==> config.mk <==
export PLATFORM = sky130hd
export DESIGN_NAME = tcm_top
export DESIGN_NICKNAME = d
export VERILOG_FILES = /design/src/hw/tcm_pkg.sv /design/src/hw/tcm_tick.sv /design/src/hw/tcm_out_sched.sv /design/src/hw/tcm_top.sv
export SDC_FILE = /design/constraint.sdc
export NUM_CORES = 1
export LEC_CHECK = 0
export BUFFER_PORTS_ARGS = -buffer_cell sky130_fd_sc_hd__clkbuf_2
export CORE_AREA = 2 2 238 240
export DETAILED_ROUTE_END_ITERATION = 10
export DIE_AREA = 0 0 240 242
export MAX_ROUTING_LAYER = met4
export PLACE_DENSITY_LB_ADDON = 0.15
export SYNTH_ARGS = -nofsm -noshare
export SYNTH_HDL_FRONTEND = slang
export SYNTH_SLANG_ARGS = --single-unit
==> constraint.sdc <==
create_clock -name clk -period 13.9 [get_ports clk]
set_input_delay 0 -clock clk [delete_from_list [all_inputs] [get_ports clk]]
set_output_delay 0 -clock clk [all_outputs]
set_load 0.05 [all_outputs]
==> src/hw/tcm_pkg.sv <==
// Shared constants, register map and types of the timer/clock mode control
package tcm_pkg;
	// Clock rate and timing figures
	localparam int CLK_HZ = 40_000_000;
	localparam int SEC_CYC = CLK_HZ;
	localparam int SUPPLY_LOSS_MS = 30;
	localparam int SUPPLY_LOSS_CYC = SUPPLY_LOSS_MS * (CLK_HZ / 1000);
	localparam int LAMP_TEST_MS = 1000;
	localparam int LAMP_CYC = LAMP_TEST_MS * (CLK_HZ / 1000);
	localparam int SW_CW = 24;
	// Register indices on the plain port
	localparam logic [3:0] A_CONFIG = 4'h0;
	localparam logic [3:0] A_SYNC_TIME = 4'h1;
	localparam logic [3:0] A_TIME = 4'h2;
	localparam logic [3:0] A_CODE_STORE = 4'h3;
	localparam logic [3:0] A_CODE_ENTRY = 4'h4;
	localparam logic [3:0] A_TARGET = 4'h5;
	localparam logic [3:0] A_STATUS = 4'h6;
	localparam logic [3:0] A_COUNT = 4'h7;
	// Indices 8..15 hold output times: 8..11 output 1, 12..15 output 2
	localparam int A_TIMES_BIT = 3;
	// Configuration field positions
	localparam int CFG_FUNC = 0;
	localparam int CFG_FMT24 = 1;
	localparam int CFG_UP = 2;
	localparam int CFG_LRP = 3;
	localparam int CFG_OUT1_EN = 8;
	localparam int CFG_OUT1_TWICE = 9;
	localparam int CFG_OUT2_EN = 10;
	localparam int CFG_OUT2_TWICE = 11;
	// Bits 7:4 hold input, start/stop and cycle settings
	localparam logic [15:0] CFG_HALT_MASK = 16'h0FF4;
	localparam logic [15:0] CFG_RST = 16'h0004;
	localparam logic [15:0] CODE_RST = 16'h0000;
	localparam logic [15:0] CODE_OPEN = 16'h0000;
	// Time-of-day limits and 12-hour conversion
	localparam logic [5:0] SS_MAX = 6'h3B;
	localparam logic [5:0] MM_MAX = 6'h3B;
	localparam logic [4:0] HH_MAX = 5'h17;
	localparam logic [4:0] HH_NOON = 5'h0C;
	typedef struct packed {
		logic [4:0] hh;
		logic [5:0] mm;
		logic [5:0] ss;
	} tcm_tod_s;
	typedef struct packed {
		logic [3:0] addr;
		logic [31:0] wdata;
		logic wr;
		logic rd;
	} tcm_bus_s;
	typedef enum logic [2:0] {SW_IDLE, SW_READY, SW_RUN, SW_PAUSE, SW_DONE, SW_HALT} tcm_sw_e;
	typedef enum logic {PW_LAMP, PW_RUN} tcm_pw_e;
endpackage

==> src/hw/tcm_tick.sv <==
// Divider that yields a one-cycle enable pulse every DIV clock cycles
`timescale 1ns/1ps
`default_nettype none
module tcm_tick #(
	parameter int DIV = 40
) (
	input wire logic clk, // System clock
	input wire logic rst, // Asynchronous reset, active high
	input wire logic clr, // Restart the period
	output logic tick_q // One-cycle pulse per period
);
	localparam int W = (DIV > 1) ? $clog2(DIV) : 1;
	localparam logic [W-1:0] LAST = W'(DIV - 1);
	logic [W-1:0] cnt_q;

	if (DIV < 2)
	begin : g_chk
		$error("tcm_tick: DIV must be at least 2");
	end

	// Free-running count, restarted on clr so a new time gets a full second
	always_ff @(posedge clk or posedge rst)
	begin
		if (rst)
		begin
			cnt_q <= '0;
			tick_q <= 1'b0;
		end
		else if (clr)
		begin
			cnt_q <= '0;
			tick_q <= 1'b0;
		end
		else if (cnt_q == LAST)
		begin
			cnt_q <= '0;
			tick_q <= 1'b1;
		end
		else
		begin
			cnt_q <= cnt_q + 1'b1;
			tick_q <= 1'b0;
		end
	end
endmodule
`default_nettype wire

==> src/hw/tcm_out_sched.sv <==
// One switched output with two on and two off times per day
`timescale 1ns/1ps
`default_nettype none
module tcm_out_sched
	import tcm_pkg::*;
(
	input wire logic clk, // System clock
	input wire logic rst, // Asynchronous reset, active high
	input wire logic live, // Time of day is valid and running
	input wire tcm_tod_s now, // Current time of day
	input wire logic en, // Output enable setting
	input wire logic twice, // Use second on/off pair
	input wire tcm_tod_s [3:0] times, // on1, off1, on2, off2
	output logic out_q // Output closed when high
);
	// Matching is level based; a time jumped over by a set is missed
	always_ff @(posedge clk or posedge rst)
	begin
		if (rst)
			out_q <= 1'b0;
		else if (!en)
			out_q <= 1'b0;
		else if (live)
		begin
			if (now == times[0])
				out_q <= 1'b1;
			else if (now == times[1])
				out_q <= 1'b0;
			else if (twice && now == times[2])
				out_q <= 1'b1;
			else if (twice && now == times[3])
				out_q <= 1'b0;
		end
	end
endmodule
`default_nettype wire

==> src/hw/tcm_top.sv <==
// Timer / time-of-day clock mode control with register port
`timescale 1ns/1ps
`default_nettype none
// Summary of operation
// - Run as stopwatch or time-of-day clock
// - Clock shows twelve or twenty-four hour format
// - Time adjust needs matching four-digit code
// - Closed sync contacts hold sync time in clock function
// - Each output switches twice per day
// - Power-up lights all segments, then runs
// - Clock flashes, idle until time set
// - Supply loss over 30 ms unsets clock
// - Stopwatch needs reset before starting
// - Stopwatch refuses start with zero target
// - Key setting change forces fail-safe halt
// - Outputs inactive unless enabled
// - Wrong code refuses configuration access
module tcm_top
	import tcm_pkg::*;
#(
	parameter int SEC_DIV = SEC_CYC,
	parameter int LOSS_CYC = SUPPLY_LOSS_CYC,
	parameter int LAMP_DIV = LAMP_CYC,
	parameter int CW = SW_CW
) (
	input wire logic clk, // 40 MHz system clock
	input wire logic rst, // Asynchronous reset, active high (power-up)
	input wire tcm_bus_s bus, // Register port: addr, wdata, wr, rd
	output logic [31:0] rd_data_q, // Read data, cycle after rd
	input wire logic sync_link, // Sync terminals a and b linked
	input wire logic supply_ok, // Supply present
	input wire logic start_level, // Stopwatch start/stop level
	input wire logic reset_combo, // Front-panel reset button combination
	output logic lamp_test_q, // All segments lit
	output logic time_flash_q, // Display flashing, time unset
	output tcm_tod_s disp_q, // Displayed time, hours in format
	output logic disp_pm_q, // Afternoon in 12-hour format
	output logic sync_hold_q, // Clock held by sync contacts
	output logic [CW-1:0] sw_count_q, // Stopwatch seconds
	output logic sw_running_q, // Stopwatch running
	output logic failsafe_halt_q, // Stopwatch in fail-safe halt
	output logic ctl_out1_q, // Control output 1
	output logic ctl_out2_q // Control output 2
);
	localparam int LW = $clog2(LOSS_CYC + 1);
	localparam int PW = $clog2(LAMP_DIV + 1);
	localparam logic [LW-1:0] LOSS_LAST = LW'(LOSS_CYC);
	localparam logic [PW-1:0] LAMP_LAST = PW'(LAMP_DIV - 1);

	if (SEC_DIV < 2 || LOSS_CYC < 1 || LAMP_DIV < 2 || CW < 2 || CW > 32)
	begin : g_chk
		$error("tcm_top: parameter out of range");
	end

	logic [15:0] cfg_q;
	logic [15:0] code_q;
	logic unlocked_q;
	tcm_tod_s sync_q;
	tcm_tod_s tod_q;
	logic time_set_q;
	logic [CW-1:0] target_q;
	tcm_tod_s [7:0] times_q;
	tcm_sw_e sw_q;
	tcm_pw_e pw_q;
	logic [LW-1:0] loss_cnt_q;
	logic [PW-1:0] lamp_cnt_q;
	logic sec_tick;
	logic access_ok;
	logic func_tod;
	logic running;
	logic loss_trip;
	logic time_wr;
	logic cfg_wr;
	logic halt_req;
	logic sw_reset;
	logic up;
	logic tod_live;

	// Access control and decoded writes
	assign access_ok = unlocked_q || (code_q == CODE_OPEN);
	assign func_tod = cfg_q[CFG_FUNC];
	assign up = cfg_q[CFG_UP];
	assign running = (pw_q == PW_RUN);
	assign cfg_wr = bus.wr && bus.addr == A_CONFIG && access_ok;
	assign time_wr = bus.wr && bus.addr == A_TIME && access_ok && running;
	assign tod_live = running && func_tod && time_set_q && !sync_link;
	// A write that alters key stopwatch settings trips the fail-safe halt
	assign halt_req = cfg_wr && !func_tod &&
		(((bus.wdata[15:0] ^ cfg_q) & CFG_HALT_MASK) != 16'h0000);
	// Linked sync terminals act as the external reset in stopwatch mode
	assign sw_reset = sync_link || (reset_combo && cfg_q[CFG_LRP]);
	assign loss_trip = !supply_ok && (loss_cnt_q == LOSS_LAST);

	// Time-of-day step: seconds, minutes, hours, wrap at midnight
	function automatic tcm_tod_s tod_inc(input tcm_tod_s t);
		tcm_tod_s n;
		n = t;
		if (t.ss == SS_MAX)
		begin
			n.ss = 6'h00;
			if (t.mm == MM_MAX)
			begin
				n.mm = 6'h00;
				n.hh = (t.hh == HH_MAX) ? 5'h00 : 5'(t.hh + 5'h01);
			end
			else
				n.mm = 6'(t.mm + 6'h01);
		end
		else
			n.ss = 6'(t.ss + 6'h01);
		return n;
	endfunction

	// Second enable, restarted when time is loaded so it counts whole seconds
	tcm_tick #(
		.DIV(SEC_DIV)
	) u_sec (
		.clk(clk),
		.rst(rst),
		.clr(time_wr || sync_link),
		.tick_q(sec_tick)
	);

	// Power-up lamp test, then run on the retained configuration
	always_ff @(posedge clk or posedge rst)
	begin
		if (rst)
		begin
			pw_q <= PW_LAMP;
			lamp_cnt_q <= '0;
		end
		else if (pw_q == PW_LAMP)
		begin
			if (lamp_cnt_q == LAMP_LAST)
				pw_q <= PW_RUN;
			else
				lamp_cnt_q <= lamp_cnt_q + 1'b1;
		end
	end

	// Supply-loss timer; short dips under the limit are ridden through
	always_ff @(posedge clk or posedge rst)
	begin
		if (rst)
			loss_cnt_q <= '0;
		else if (supply_ok)
			loss_cnt_q <= '0;
		else if (loss_cnt_q != LOSS_LAST)
			loss_cnt_q <= loss_cnt_q + 1'b1;
	end

	// Configuration store; reset values stand for the retained settings
	always_ff @(posedge clk or posedge rst)
	begin
		if (rst)
		begin
			cfg_q <= CFG_RST;
			code_q <= CODE_RST;
			sync_q <= '0;
			target_q <= '0;
			times_q <= '0;
		end
		else if (bus.wr && access_ok)
		begin
			case (bus.addr)
				A_CONFIG: cfg_q <= bus.wdata[15:0];
				A_SYNC_TIME: sync_q <= bus.wdata[16:0];
				A_CODE_STORE: code_q <= bus.wdata[15:0];
				A_TARGET: target_q <= bus.wdata[CW-1:0];
				default:
				begin
					if (bus.addr[A_TIMES_BIT])
						times_q[bus.addr[2:0]] <= bus.wdata[16:0];
				end
			endcase
		end
	end

	// Code entry: a match unlocks, any mismatch locks again
	always_ff @(posedge clk or posedge rst)
	begin
		if (rst)
			unlocked_q <= 1'b0;
		else if (bus.wr && bus.addr == A_CODE_ENTRY)
			unlocked_q <= (bus.wdata[15:0] == code_q);
	end

	// Time of day: hold at sync time while linked, then resume from it
	always_ff @(posedge clk or posedge rst)
	begin
		if (rst)
		begin
			tod_q <= '0;
			time_set_q <= 1'b0;
			sync_hold_q <= 1'b0;
		end
		else if (running)
		begin
			sync_hold_q <= func_tod && sync_link;
			if (loss_trip)
				time_set_q <= 1'b0;
			else if (func_tod && sync_link)
				tod_q <= sync_q;
			else if (sync_hold_q)
				time_set_q <= 1'b1;
			else if (time_wr)
			begin
				tod_q <= bus.wdata[16:0];
				time_set_q <= 1'b1;
			end
			else if (tod_live && sec_tick)
				tod_q <= tod_inc(tod_q);
		end
	end

	// Stopwatch: reset arms it, halt freezes at end-of-count
	always_ff @(posedge clk or posedge rst)
	begin
		if (rst)
		begin
			sw_q <= SW_IDLE;
			sw_count_q <= '0;
		end
		else if (func_tod || !running)
			sw_q <= SW_IDLE;
		else if (halt_req)
		begin
			sw_q <= SW_HALT;
			sw_count_q <= up ? target_q : '0;
		end
		else if (sw_reset)
		begin
			sw_q <= SW_READY;
			sw_count_q <= up ? '0 : target_q;
		end
		else
		begin
			case (sw_q)
				SW_READY, SW_PAUSE:
				begin
					if (start_level && target_q != '0)
						sw_q <= SW_RUN;
				end
				SW_RUN:
				begin
					if (!start_level)
						sw_q <= SW_PAUSE;
					else if (sec_tick)
					begin
						if (up)
						begin
							sw_count_q <= sw_count_q + 1'b1;
							if (sw_count_q + 1'b1 == target_q)
								sw_q <= SW_DONE;
						end
						else
						begin
							sw_count_q <= sw_count_q - 1'b1;
							if (sw_count_q == {{(CW-1){1'b0}}, 1'b1})
								sw_q <= SW_DONE;
						end
					end
				end
				// Done leaves only through a reset, a halt request or clock function, idle through a reset or a halt request, halt through a reset or clock function
				default: sw_q <= sw_q;
			endcase
		end
	end

	// Display: 12-hour conversion and flashing while unset
	always_ff @(posedge clk or posedge rst)
	begin
		if (rst)
		begin
			disp_q <= '0;
			disp_pm_q <= 1'b0;
			time_flash_q <= 1'b0;
			lamp_test_q <= 1'b1;
			sw_running_q <= 1'b0;
			failsafe_halt_q <= 1'b0;
		end
		else
		begin
			lamp_test_q <= !running;
			time_flash_q <= running && func_tod && !time_set_q;
			sw_running_q <= (sw_q == SW_RUN);
			failsafe_halt_q <= (sw_q == SW_HALT);
			disp_q.mm <= tod_q.mm;
			disp_q.ss <= tod_q.ss;
			if (cfg_q[CFG_FMT24])
			begin
				disp_q.hh <= tod_q.hh;
				disp_pm_q <= 1'b0;
			end
			else
			begin
				disp_pm_q <= (tod_q.hh >= HH_NOON);
				if (tod_q.hh == 5'h00)
					disp_q.hh <= HH_NOON;
				else if (tod_q.hh > HH_NOON)
					disp_q.hh <= 5'(tod_q.hh - HH_NOON);
				else
					disp_q.hh <= tod_q.hh;
			end
		end
	end

	// Switched outputs follow the day only in clock function
	tcm_out_sched u_out1 (
		.clk(clk),
		.rst(rst),
		.live(tod_live),
		.now(tod_q),
		.en(func_tod && cfg_q[CFG_OUT1_EN]),
		.twice(cfg_q[CFG_OUT1_TWICE]),
		.times(times_q[3:0]),
		.out_q(ctl_out1_q)
	);

	tcm_out_sched u_out2 (
		.clk(clk),
		.rst(rst),
		.live(tod_live),
		.now(tod_q),
		.en(func_tod && cfg_q[CFG_OUT2_EN]),
		.twice(cfg_q[CFG_OUT2_TWICE]),
		.times(times_q[7:4]),
		.out_q(ctl_out2_q)
	);

	// Read port, data in the cycle after the strobe; unmapped reads zero
	always_ff @(posedge clk or posedge rst)
	begin
		if (rst)
			rd_data_q <= 32'h00000000;
		else if (bus.rd)
		begin
			rd_data_q <= 32'h00000000;
			case (bus.addr)
				A_CONFIG: rd_data_q[15:0] <= cfg_q;
				A_SYNC_TIME: rd_data_q[16:0] <= sync_q;
				A_TIME: rd_data_q[16:0] <= tod_q;
				A_CODE_ENTRY: rd_data_q[0] <= access_ok;
				A_TARGET: rd_data_q[CW-1:0] <= target_q;
				A_STATUS: rd_data_q[7:0] <= {sync_hold_q, !running, access_ok,
					time_set_q, 1'b0, sw_q};
				A_COUNT: rd_data_q[CW-1:0] <= sw_count_q;
				default:
				begin
					// The stored code is write-only so it cannot be read back
					if (bus.addr[A_TIMES_BIT])
						rd_data_q[16:0] <= times_q[bus.addr[2:0]];
				end
			endcase
		end
	end
endmodule
`default_nettype wire

Yosys cells after proc, flatten, opt, wreduce, memory -nomap -nowiden
Cells that the tools add are included.

Bits in registers: 379. Input port bits: 44. Output and inout bits: 81. Word-level logic and storage cells: 244.

Add/sub/neg operators: 9. $lt $le $gt $ge: 4. Eq/ne operators: 39. Multiplexer cells: 66. Bitwise logic cells: 6. Reduce and logical (&&, ||, !) cells: 66.

Operators by type and width (count): $mux W24 (8); $bwmux W136 (1); $eq A17 B17 Y1 (8); $mux W17 (7); $add A26 B1 Y26 const B (2); $eq A26 B26 Y1 const B (2); $mux W26 (2); $bmux W17 S3 (1); $demux W17 S3 (1); $pmux W7 S7 (1); $pmux W8 S6 (1); $mux W21 (2); $mux W3 (9); $logic_and A1 B1 Y1 (25); $mux W5 (5); $add A24 B1 Y24 const B (1); $eq A24 B1 Y1 const B (1); $eq A24 B24 Y1 (1); $reduce_bool A24 Y1 (1); $sub A24 B1 Y24 const B (1); $add A21 B1 Y21 const B (1); $eq A21 B21 Y1 const B (1); $mux W1 (21); $ne A21 B21 Y1 const B (1); other kinds (46) (86).

Depth between registers and ports, before layout
Gate-level depths: netlist of run 1.

Depth in word-level cells: 10. Gate-level depth with buffers: 12. Mapped depth without buffers: 10.

Modules after synthesis
From an unflattened synthesis of run 1, not the netlist that was laid out.

Cells, all modules: 1968. Area, all modules: 21252.9 µm².

Modules (own cells, without submodules): tcm_top (instances 1, cells each 1616, area each 18149.9 µm², sequential area each 8760.9 µm²); tcm_out_sched (instances 2, cells each 100, area each 814.5 µm², sequential area each 25.0 µm²); tcm_tick (instances 1, cells each 152, area each 1473.9 µm², sequential area each 675.6 µm²).

Worst setup path after synthesis of run 1
OpenSTA, ideal clock, no wires.

Kind: register to register. Start point: register sw_count_q[0]. End point: register sw_q[1]. Setup time: 0.120 ns. Data arrival time: 2.690 ns. Required time: 13.780 ns. Path slack: 11.090 ns. Cell stages (with the launch flop): 12. Buffers on the path: 1. Period minus slack after synthesis: 2.810 ns. Cell sequence: dfrtp_1 clkbuf_1 inv_1 ha_1 xor2_1 nor3_1 nand3_1 nor3_1 nand4_1 nor4_1 a21oi_1 a31o_2.

Word-level cells in the longest chain between the ends: 4. Elaborated cells between the ends (all ways): 6. Those cells by class: add/sub (1); eq/ne (4); reduce/logical (1).

RTL lines: start: declaration (line tcm_top.sv:39) `output logic [CW-1:0] sw_count_q,`; start signal: assignment (line tcm_top.sv:229) `sw_count_q <= up ? target_q : '0;`; start signal: assignment (line tcm_top.sv:234) `sw_count_q <= up ? '0 : target_q;`; start signal: assignment (line tcm_top.sv:252) `sw_count_q <= sw_count_q + 1'b1;`; $add A24 B1 Y24 (line tcm_top.sv:253) `if (sw_count_q + 1'b1 == target_q)`; $eq A24 B24 Y1 (line tcm_top.sv:253); $ne A7 B7 Y1 (no line); $reduce_and A5 Y1 (no line) (*); end signal: assignment (line tcm_top.sv:265) `default: sw_q <= sw_q;`; end: declaration (line tcm_top.sv:63) `tcm_sw_e sw_q;`.

Every way passes the cells marked *; elsewhere a longest branch is shown, timed or not. A chain may end at the register's enable or synchronous reset.

Worst setup path in the final report of run 1
Start point: register code_q[11]. End point: register sw_count_q[8].

Word-level cells in the longest chain between the ends: 7. Elaborated cells between the ends (all ways): 10. Those cells by class: mux (1); reduce/logical (9).

RTL lines: start: declaration (line tcm_top.sv:56) `logic [15:0] code_q;`; start signal: assignment (line tcm_top.sv:168) `A_CODE_STORE: code_q <= bus.wdata[15:0];`; $logic_not A16 Y1 (*) (line tcm_top.sv:80) `assign access_ok = unlocked_q || (code_q == CODE_OPEN);`; $logic_or A1 B1 Y1 (*) (line tcm_top.sv:80); $logic_and A1 B1 Y1 (*) (line tcm_top.sv:84) `assign cfg_wr = bus.wr && bus.addr == A_CONFIG && access_ok;`; $logic_and A1 B1 Y1 (*) (2 in series) (line tcm_top.sv:88) `assign halt_req = cfg_wr && !func_tod &&`; $reduce_bool A3 Y1 (no line); $reduce_and A4 Y1 (no line).

Marks and branches as above.

==> impl_metrics.py, run 1 <==
metrics = {
    "yosys": {
        "synth_fa_ha_area_share_pct": 0.837,
        "synthSimpleGateAreaFrac_pct": 13.8,
        "synth.avg_cell_area_um2": 10.7,
        "ys.warnings.count": 0,
        "yosysTopAreaCell": "dfrtp_1",
        "synth_cell_types": 77,
        "syn_inst": 1948,
        "synth_edf_count": 0,
        "synth_common_cells": "dfrtp_1, mux2_2, xnor2_1",
        "yosysSeqAreaShare_pct": 45.3,
        "synth_top_cell_area_share_pct": 45.1,
        "yosysMostFrequentCell": "dfrtp_1",
        "synth_compound_area_share_pct": 9.27,
        "muxShareOfSynthArea_pct": 16.0,
        "synth-async-reset-ratio_pct": 100,
        "synth_top_family_by_area": "multiplexers",
        "synth_top_flop_cell": "dfrtp_1",
        "ys_ff_latch": 379,
        "synthXorXnorAreaFrac_pct": 10.8,
        "syn_area_mm2": 0.0209,
        "synth.area.top_cells": "dfrtp_1, mux2_2, xnor2_1",
    },
    "global_route": {
        "met2_usage_pct": 35.0,
        "grt_pass1_wl_um": 98300,
        "grt_use_met3_pct": 3.25,
        "antenna_found_initial": 1,
        "grt_max_degree": 120,
        "grt_usage_pct": 22.9,
        "overflow": 0,
        "grt_pass1_vias": 15500,
        "grt-busiest-layer": "met2",
        "globalRouteMet1Util_pct": 30.7,
    },
    "timing": {
        "fin_crit_sh_pct": 26.1,
        "worst_pin_slew_ns": 1.16,
        "fin_skew_ns": 0.0184,
        "slew_violations": 0,
        "final_hold_viol_count": 0,
        "finalSetupTns_ns": 0,
        "setup_viol": 0,
        "rsz0062_at_grt": "no",
        "timing.fmax_ghz": 0.275,
        "slew_headroom_pct": 22.3,
        "fin_crit_ns": 3.63,
    },
    "setup_path": {
        "worstPathRequired_ns": 14.36,
        "cp.arrival_ns": 4.09,
        "start_kind": "flip-flop",
        "critPathMaxFanout": 32,
        "end_kind": "flip-flop",
        "timing_worst_setup_path_type": "flip-flop to flip-flop",
    },
    "place": {
        "dpl.hpwl_um": 45000,
        "port-buffer-count": 108,
        "gp_congestion": 0.883,
    },
    "route": {
        "vias": 15700,
        "drt_drc_violations_left": 0,
        "drt-pass1-iter-count": 5,
        "avgViaCountPerCell": 5.58,
        "routedWlPerCell_um": 23.0,
        "routed_wl_um": 64500,
        "drtIter0Drc": 1167,
        "ant_nets": 0,
    },
    "final_layout": {
        "area_growth_pct": 14.2,
        "drive_gt1_share_pct": 25.0,
        "layout.area.seq_mm2": 0.00949,
        "fill_cells": 5430,
        "multi_input_area_mm2": 0.0107,
        "nNetsFinal": 2073,
    },
    "power": {
        "ir_drop_v": 0.0000964,
        "p_leak_nw": 10.3,
        "power.density_mw_per_mm2": 162,
        "finalPower_mw": 3.88,
    },
    "clocking": {
        "ctsHoldBuffers": 26,
        "cts-root-buf": "clkbuf_16",
        "cts_setup_buffers": 0,
        "ctsResizeCount": 0,
        "cts_sinks": 379,
        "clkLatencyLatePin_ns": 0.59,
        "path_clk_slew_ns": 0.06,
        "htreeDepth": 2,
        "numCtsBuffers": 46,
        "cts_buffer_depth": 3,
        "cts_tree": "built",
    },
    "floorplanning": {
        "rows": 87,
        "die_w_um": 240,
        "initial_core_util_pct": 37.6,
        "die_y_um": 242,
        "ios": 125,
        "fp.coreArea_mm2": 0.0557,
        "die_area_mm2": 0.0581,
    },
    "hold_path": {
        "hp-class": "input port to flip-flop",
    },
    "flow_run": {
        "maxCapViolations": 0,
    },
    "outcome": {
        "status": "complete, no violations",
    },
}
==> per-layer routing <==
layer / part of all wire, % / wire length (um) / up-vias
met5: 0 / 0 / -
met4: 4.2 / 2690 / 0
met3: 4.5 / 2920 / 110
met2: 47 / 30200 / 411
met1: 45 / 28800 / 8004
li1: - / - / 7161
==> report_power, final <==
part	leakage, nW	internal, mW	switching [mW]	total, mW
Clock	0.817	0.813	0.493	1.31
Sequential	5.01	1.35	0.290	1.64
Combinational	4.50	0.463	0.473	0.936
Total	10.3	2.63	1.26	3.88
==> critical path, stage by stage, from the launching register on <==
cell and delay, ns:
dfrtp_1 0.40, nor4_1 0.56, a41o_2 0.44, nand3_4 0.31, or3_1 0.55, and2_4 0.29, a21o_1 0.33, buf_4 0.31
a31oi_1 0.19, o22ai_1 0.10
==> through the flow <==
stage          hold WS (ns)  cell area [um2]  cells  setup WS, ns  utilization (%)
2_1_floorplan        0.0631            21000   1955          3.37                -
3_3_place_gp          0.235            22000   2697         10.24             39.4
3_5_place_dp          0.239            22000   2697         10.26             39.4
4_1_cts              0.0231            23900   2808         10.31             42.9
5_1_grt              0.0425            23900   2809          9.99             42.9
6_report             0.0307            23900   2809         10.27             42.9
==> registers in the layout (all words and copies together), names as in the netlist, 21 cells and up <==
name,count
lamp_cnt_q,26
loss_cnt_q,21
rd_data_q,24
sw_count_q,24
target_q,24
times_q,136
u_sec.cnt_q,26
==> path summary, 6_finish.rpt <==
check                                from         endpoint  slack, ns  cells after the start
max                            code_q[11]    sw_count_q[8]      10.27                      9
min                                bus[0]    rd_data_q[17]       0.03                      3
max reg2reg                    code_q[11]    sw_count_q[8]      10.27                      9
min reg2reg                lamp_cnt_q[25]   lamp_cnt_q[25]       0.46                      1
max in group asynchronous             rst      times_q[37]      11.31                      5
min in group asynchronous             rst  u_sec.cnt_q[14]       0.18                      3
==> logic make-up (layout without fill, tap and decap cells) <==
logic type                 count (synthesis)  count (layout)
xor gates and xnor gates                 259             259
buffers and inverters                    186             283
AOI/OAI and AO/OA                        295             295
adders and majority gates                 14              14
and+or+nand+nor                          550             550
muxes                                    264             264
DFF                                      379             379
other                                      1               9
==> cell type report <==
type | instances | area share, %
diodes | 1 | 0.0105
clock buffers | 70 | 6.09
clock inverters | 15 | 0.869
inverters | 38 | 0.628
multi-input cells | 1390 | 44.6
flip-flops and latches | 379 | 39.7
well taps | 756 | 3.96
repair buffers | 160 | 4.17
==> layout by cell type (no fill, tap or decap), types with 11 or more instances in the layout <==
master / instances
nor3_1: 48
a41oi_1: 13
ha_1: 14
clkbuf_16: 49
xor2_1: 106
buf_4: 26
mux2_2: 229
and3_1: 22
inv_1: 36
dfrtp_1: 377
and2_1: 11
a22oi_1: 40
a21oi_1: 81
o21ai_0: 50
a31oi_1: 15
clkbuf_2: 108
nand2_1: 103
nand3_1: 59
clkbuf_8: 15
dlygate4sd3_1: 26
nand4_1: 51
xnor2_1: 153
nor4_1: 46
mux4_2: 34
nor2_1: 132
o22ai_1: 16
No activity file was read; power rests on OpenSTA's default activity.
==> inputs of run 2 (changes only) <==
- clock period: 13.9 -> 3.6 ns (I/O delays scaled with it)
==> run 2 against run 1 <==
Compared with the run above:
- utilization is 0.38 points higher
- final area is 0.88% higher
- die area stayed put
- count of clock-buffer cells in the layout is 2 higher
==> impl_metrics.py, run 2 (synthesis results as in run 1) <==
metrics = {
    "floorplanning": {
        "fp.coreArea_mm2": 0.0557,
        "ios": 125,
        "initial_core_util_pct": 37.6,
        "die_area_mm2": 0.0581,
        "die_w_um": 240,
        "die_y_um": 242,
        "rows": 87,
    },
    "clocking": {
        "cts_setup_buffers": 0,
        "ctsResizeCount": 0,
        "cts-root-buf": "clkbuf_16",
        "numCtsBuffers": 46,
        "path_clk_slew_ns": 0.06,
        "cts_sinks": 379,
        "clkLatencyLatePin_ns": 0.59,
        "ctsHoldBuffers": 22,
        "htreeDepth": 2,
        "cts_buffer_depth": 3,
        "cts_tree": "built",
    },
    "setup_path": {
        "rrSetupSlack_ns": 0.40,
        "start_kind": "flip-flop",
        "rr_startpoint": "sw_count_q[6]",
        "worstPathRequired_ns": 4.07,
        "cpMaxStageDelayCell": "dfrtp_1",
        "end_kind": "flip-flop",
        "crit_chain": "nand4_2 -> nor4_4 -> nand4_1 -> xnor2_1 -> o2111ai_1 -> nor4_1 -> a21oi_1 -> a31o_2",
        "rr_endpoint": "sw_q[1]",
        "critPathMaxFanout": 11,
        "max_stage_delay_ns": 0.70,
        "cp.arrival_ns": 3.67,
        "worstRegToRegCells": 8,
        "timing_worst_setup_path_type": "flip-flop to flip-flop",
    },
    "timing": {
        "fin_crit_ns": 3.20,
        "holdWs_ns": 0.0456,
        "setup_slack_ns": 0.403,
        "setup_viol": 0,
        "final_hold_viol_count": 0,
        "rsz0062_at_grt": "no",
        "fin_skew_ns": 0.0199,
        "slew_headroom_pct": 23.8,
        "fin_crit_sh_pct": 88.8,
        "timing.fmax_ghz": 0.313,
        "slew_violations": 0,
        "worst_pin_slew_ns": 1.13,
    },
    "place": {
        "pre_cts_ws_ns": 0.476,
        "dpl.hpwl_um": 48200,
        "gp_congestion": 0.927,
        "port-buffer-count": 108,
        "place_area_mm2": 0.0223,
    },
    "route": {
        "drtIter0Drc": 1245,
        "vias": 16000,
        "avgViaCountPerCell": 5.61,
        "routed_wl_um": 66700,
        "ant_nets": 0,
        "routedWlPerCell_um": 23.5,
        "drt_drc_violations_left": 0,
        "drt-pass1-iter-count": 5,
    },
    "global_route": {
        "grt_usage_pct": 23.9,
        "overflow": 0,
        "grt_max_degree": 92,
        "grt_pass1_wl_um": 103000,
        "antenna_found_initial": 1,
        "grt_pass1_vias": 16100,
    },
    "final_layout": {
        "layout.area.seq_mm2": 0.00949,
        "fin_area_mm2": 0.0241,
        "layout_commonest_cell": "dfrtp_1",
        "final_cell_mix": "dfrtp_1, mux2_2, xnor2_1, nor2_1, clkbuf_2",
        "fill_cells": 5402,
        "regMostFlops": "times_q",
        "largest_reg_flops": 136,
        "drive_gt1_share_pct": 26.3,
        "area_growth_pct": 15.2,
        "multi_input_area_mm2": 0.0107,
        "reg.largest.list": "times_q (136), lamp_cnt_q (26), u_sec.cnt_q (26)",
        "post-route-util_pct": 43.3,
        "nNetsFinal": 2109,
    },
    "power": {
        "p_leak_nw": 10.5,
        "ir_drop_v": 0.000356,
        "power.density_mw_per_mm2": 614,
        "finalPower_mw": 14.8,
    },
    "hold_path": {
        "hold_path_end": "code_q[9]",
        "hp-class": "input port to flip-flop",
        "hp-start": "bus[11]",
        "whs_path_depth": 3,
    },
    "flow_run": {
        "maxCapViolations": 0,
    },
    "outcome": {
        "status": "complete, no violations",
    },
}
## run 2: changes by cell type in the layout (fill, tap and decap cells not counted), moves of 2 or more
cell	previous run	this run
dlygate4sd3_1	26	22
buf_4	26	63
clkinv_2	7	5
buf_12	0	3
clkbuf_1	6	8
bufinv_16	5	2
## run 2: per-stage QoR
stage | setup TNS [ns] | instances
after CTS | 0 | 2842
final | 0 | 2843
after global routing | 0 | 2843
after detailed placement | 0 | 2737
after global placement | 0 | 2737
after floorplan | -562.07 | 1955
## run 2: final cells by class
type	instances	area share, %
Antenna cell	1	0.0104
Clock buffer	72	6.06
Clock inverter	11	0.482
Inverter	38	0.607
Multi-Input combinational cell	1390	44.2
Sequential cell	379	39.3
Tap cell	756	3.92
Timing Repair Buffer	196	5.36
## run 2: critical path: cells and delay by family (launching register included)
kind,cells,cell delay [ns]
xor gates and xnor gates,1,0.25
DFF,1,0.70
and+or+nand+nor,4,1.52
AOI/OAI and AO/OA,3,0.60
## run 2: how the worst max path moves through the flow
| stage | startpoint | endpoint | slack (ns) | cells after the start |
|---|---|---|---|---|
| 2_1_floorplan | rst | cfg_q[0] | -1.49 | 1 |
| 3_3_place_gp | sw_count_q[6] | sw_q[1] | 0.50 | 8 |
| 3_5_place_dp | sw_count_q[6] | sw_q[1] | 0.48 | 8 |
| 4_1_cts | sw_count_q[6] | sw_q[1] | 0.45 | 8 |
| 5_1_grt | sw_count_q[6] | sw_q[1] | 0.15 | 8 |
| 6_report | sw_count_q[6] | sw_q[1] | 0.40 | 8 |
## run 2: where the power goes
group | internal [mW] | total [mW] | switching (mW)
logic | 1.80 | 3.67 | 1.87
registers | 5.21 | 6.31 | 1.10
clock network | 2.92 | 4.82 | 1.90
## run 2: metal layers
| layer | GRT usage (%) | routed length [um] |
|---|---|---|
| met2 | 37.7 | 31800 |
| met4 | 7.78 | 2020 |
| met1 | 31.7 | 29500 |
| met3 | 3.16 | 3400 |
| met5 | - | 0 |
==> inputs of run 3 (changes only) <==
- CORE_AREA: 2 2 238 240 -> 2 2 240 242
- DIE_AREA: 0 0 240 242 -> 0 0 242 244
- SYNTH_HIERARCHICAL: unset -> 1
==> run 3 against run 2 <==
Compared with the run above:
- highest routed layer unchanged
- total power decreased by 2.1%
- critical endpoint is now tod_q[15]
- sequential share of layout area decreased by 0.36 points
- combinational power down 2%
- setup slack improved by 0.0010 ns
- utilization is 0.059 points higher
- worst hold slack worse by 0.0079 ns
==> impl_metrics.py, run 3 <==
metrics = {
    "floorplanning": {
        "ios": 125,
        "die_y_um": 244,
        "die_area_mm2": 0.0590,
        "rows": 87,
        "fp.coreArea_mm2": 0.0562,
        "die_w_um": 242,
        "initial_core_util_pct": 37.8,
    },
    "outcome": {
        "status": "complete, no violations",
    },
    "setup_path": {
        "critPathMaxFanout": 12,
        "timing_worst_setup_path_type": "flip-flop to flip-flop",
        "cp.arrival_ns": 3.65,
        "rrSetupSlack_ns": 0.40,
        "cpMaxStageDelayCell": "a21boi_1",
        "worstPathRequired_ns": 4.05,
        "worstRegToRegCells": 8,
        "end_kind": "flip-flop",
        "crit_chain": "nor4_1 -> a41oi_1 -> and4b_1 -> o21bai_1 -> a21boi_1 -> nand2_1 -> o21ai_0 -> o21ai_0",
        "max_stage_delay_ns": 0.72,
        "start_kind": "flip-flop",
        "path_common_cell": "o21ai_0",
    },
    "timing": {
        "fin_crit_sh_pct": 88.8,
        "timing.fmax_ghz": 0.313,
        "worst_pin_slew_ns": 1.06,
        "slew_violations": 0,
        "holdWs_ns": 0.0378,
        "slew_headroom_pct": 29.1,
        "fin_crit_ns": 3.20,
        "rsz0062_at_grt": "no",
        "setup_viol": 0,
        "setup_slack_ns": 0.404,
        "final_hold_viol_count": 0,
        "fin_skew_ns": 0.0182,
    },
    "yosys": {
        "synth_edf_count": 0,
        "synth_common_cells": "dfrtp_1, mux2_2, xor2_1",
        "yosysTopAreaCell": "dfrtp_1",
        "ys_ff_latch": 379,
        "synth-async-reset-ratio_pct": 100,
        "synth.area.top_cells": "dfrtp_1, mux2_2, xor2_1",
        "synth_top_cell_area_share_pct": 44.4,
        "yosysMostFrequentCell": "dfrtp_1",
        "syn_inst": 1968,
        "synth_top_flop_cell": "dfrtp_1",
        "synth.avg_cell_area_um2": 10.8,
        "syn_area_mm2": 0.0213,
        "yosysSeqAreaShare_pct": 44.6,
        "ys.warnings.count": 6,
        "synth_cell_types": 94,
    },
    "route": {
        "drtIter0Drc": 1491,
        "routed_wl_um": 68400,
        "avgViaCountPerCell": 5.69,
        "routedWlPerCell_um": 23.8,
        "drt_drc_violations_left": 0,
        "ant_nets": 0,
        "drt-pass1-iter-count": 7,
        "vias": 16400,
    },
    "place": {
        "dpl.cell_count": 2772,
        "gp_congestion": 0.944,
        "place_area_mm2": 0.0227,
        "pre_cts_ws_ns": 0.454,
        "dpl.hpwl_um": 48200,
        "port-buffer-count": 108,
    },
    "final_layout": {
        "diodes": 0,
        "final_cell_mix": "dfrtp_1, mux2_2, xor2_1, nor2_1, xnor2_1",
        "fill_cells": 5453,
        "drive_gt1_share_pct": 26.0,
        "regMostFlops": "times_q",
        "largest_reg_flops": 136,
        "stdcell_count": 2872,
        "area_growth_pct": 14.5,
        "reg.largest.list": "times_q (136), lamp_cnt_q (26), u_sec/cnt_q (26)",
        "fin_area_mm2": 0.0243,
        "layout_commonest_cell": "dfrtp_1",
        "nNetsFinal": 2142,
    },
    "global_route": {
        "overflow": 0,
        "grt_max_degree": 94,
        "grt_usage_pct": 23.9,
        "grt_pass1_vias": 16400,
        "grt_pass1_wl_um": 106000,
        "antenna_found_initial": 1,
    },
    "clocking": {
        "cts_sinks": 379,
        "clkLatencyLatePin_ns": 0.59,
        "cts_tree": "built",
        "htreeDepth": 2,
        "numCtsBuffers": 45,
        "cts_buffer_depth": 3,
        "path_clk_slew_ns": 0.06,
        "cts_setup_buffers": 0,
        "cts-root-buf": "clkbuf_16",
    },
    "hold_path": {
        "whs_path_depth": 2,
        "hp-class": "input port to flip-flop",
    },
    "power": {
        "seqPwrFrac_pct": 43.5,
        "power.density_mw_per_mm2": 596,
        "ir_drop_v": 0.000324,
        "p_int_mw": 9.74,
        "netSwitchingFraction_pct": 32.9,
        "pwr-share-comb_pct": 24.7,
        "finalPower_mw": 14.5,
        "p_leak_nw": 10.8,
        "pwr-share-clk_pct": 31.8,
        "p_switching_mw": 4.77,
    },
    "flow_run": {
        "maxCapViolations": 0,
    },
}
run 3: cell types whose count changed in the layout (fill, tap and decap cells not counted), sizes merged, moves of 8 or more:
cell	before	now
xnor2	153	116
xor2	106	138
or4	2	14
o21ai	58	69
clkbuf	180	170
o22ai	16	6
a21oi	81	89
nor3b	3	11
o31ai	2	10
run 3: path summary, 6_finish.rpt:
| path | startpoint | end |
|---|---|---|
| hold / removal | bus[17] | times_q[66] |
| max in group asynchronous | rst | sw_count_q[23] |
| min in group asynchronous | rst | cfg_q[9] |
| setup reg to reg | code_q[11] | tod_q[15] |
| setup / recovery | code_q[11] | tod_q[15] |
| hold reg to reg | lamp_cnt_q[8] | lamp_cnt_q[8] |
run 3: layout make-up:
class                           count  area [um2]  area share [%]
Clock inverter                     18         198           0.812
Clock buffer                       62        1280            5.26
Inverter                           37         143           0.586
Tap cell                          756         946            3.89
Timing Repair Buffer              194        1310            5.39
Sequential cell                   379        9490            39.0
Multi-Input combinational cell   1426       11000            45.1
run 3: kinds of logic (layout without fill, tap and decap cells):
| group | count (synthesis) | in the layout | share of synthesized area (%) |
|---|---|---|---|
| flip-flops | 379 | 379 | 44.6 |
| buffers and inverters | 170 | 311 | 3.87 |
| XOR/XNOR | 254 | 254 | 10.5 |
| AND/OR/NAND/NOR | 569 | 569 | 14.4 |
| other | 1 | 8 | 0.0176 |
| AO/OA/AOI/OAI | 312 | 312 | 9.73 |
| adder cells (fa/ha/maj) | 15 | 15 | 0.883 |
| multiplexers | 268 | 268 | 16.0 |
run 3: what timing repair did:
item                       4_1_cts  5_1_grt
resized for setup                0        0
setup endpoints to repair        0        0
hold buffers                    20        0
hold endpoints to repair       156        0
run 3: routing by layer:
layer | GRT usage, % | part of all wire [%]
met1 | 33.5 | 46
met2 | 36.8 | 46
met3 | 2.82 | 4.9
met4 | 6.57 | 2.6
met5 | - | 0
run 3: power by group through the flow:
stage,logic [mW],registers (mW),clock network (mW)
2_1_floorplan,2.59,6.09,0
3_3_place_gp,3.50,6.32,0
3_5_place_dp,3.53,6.36,0
4_1_cts,3.58,6.29,4.73
5_1_grt,3.85,6.45,4.90
6_report,3.58,6.32,4.61
run 3: worst max-delay path: cells and delay by family, from the launching register on:
family	cells	cell delay (ns)
AOI/OAI and AO/OA	5	1.48
and+or+nand+nor	3	1.18
DFF	1	0.39
run 3: metrics by stage:
step | utilization, % | setup TNS [ns]
6_report | 43.3 | 0
5_1_grt | 43.3 | 0
4_1_cts | 43.3 | 0
3_5_place_dp | 40.4 | 0
3_3_place_gp | 40.4 | 0
2_1_floorplan | - | -377.50
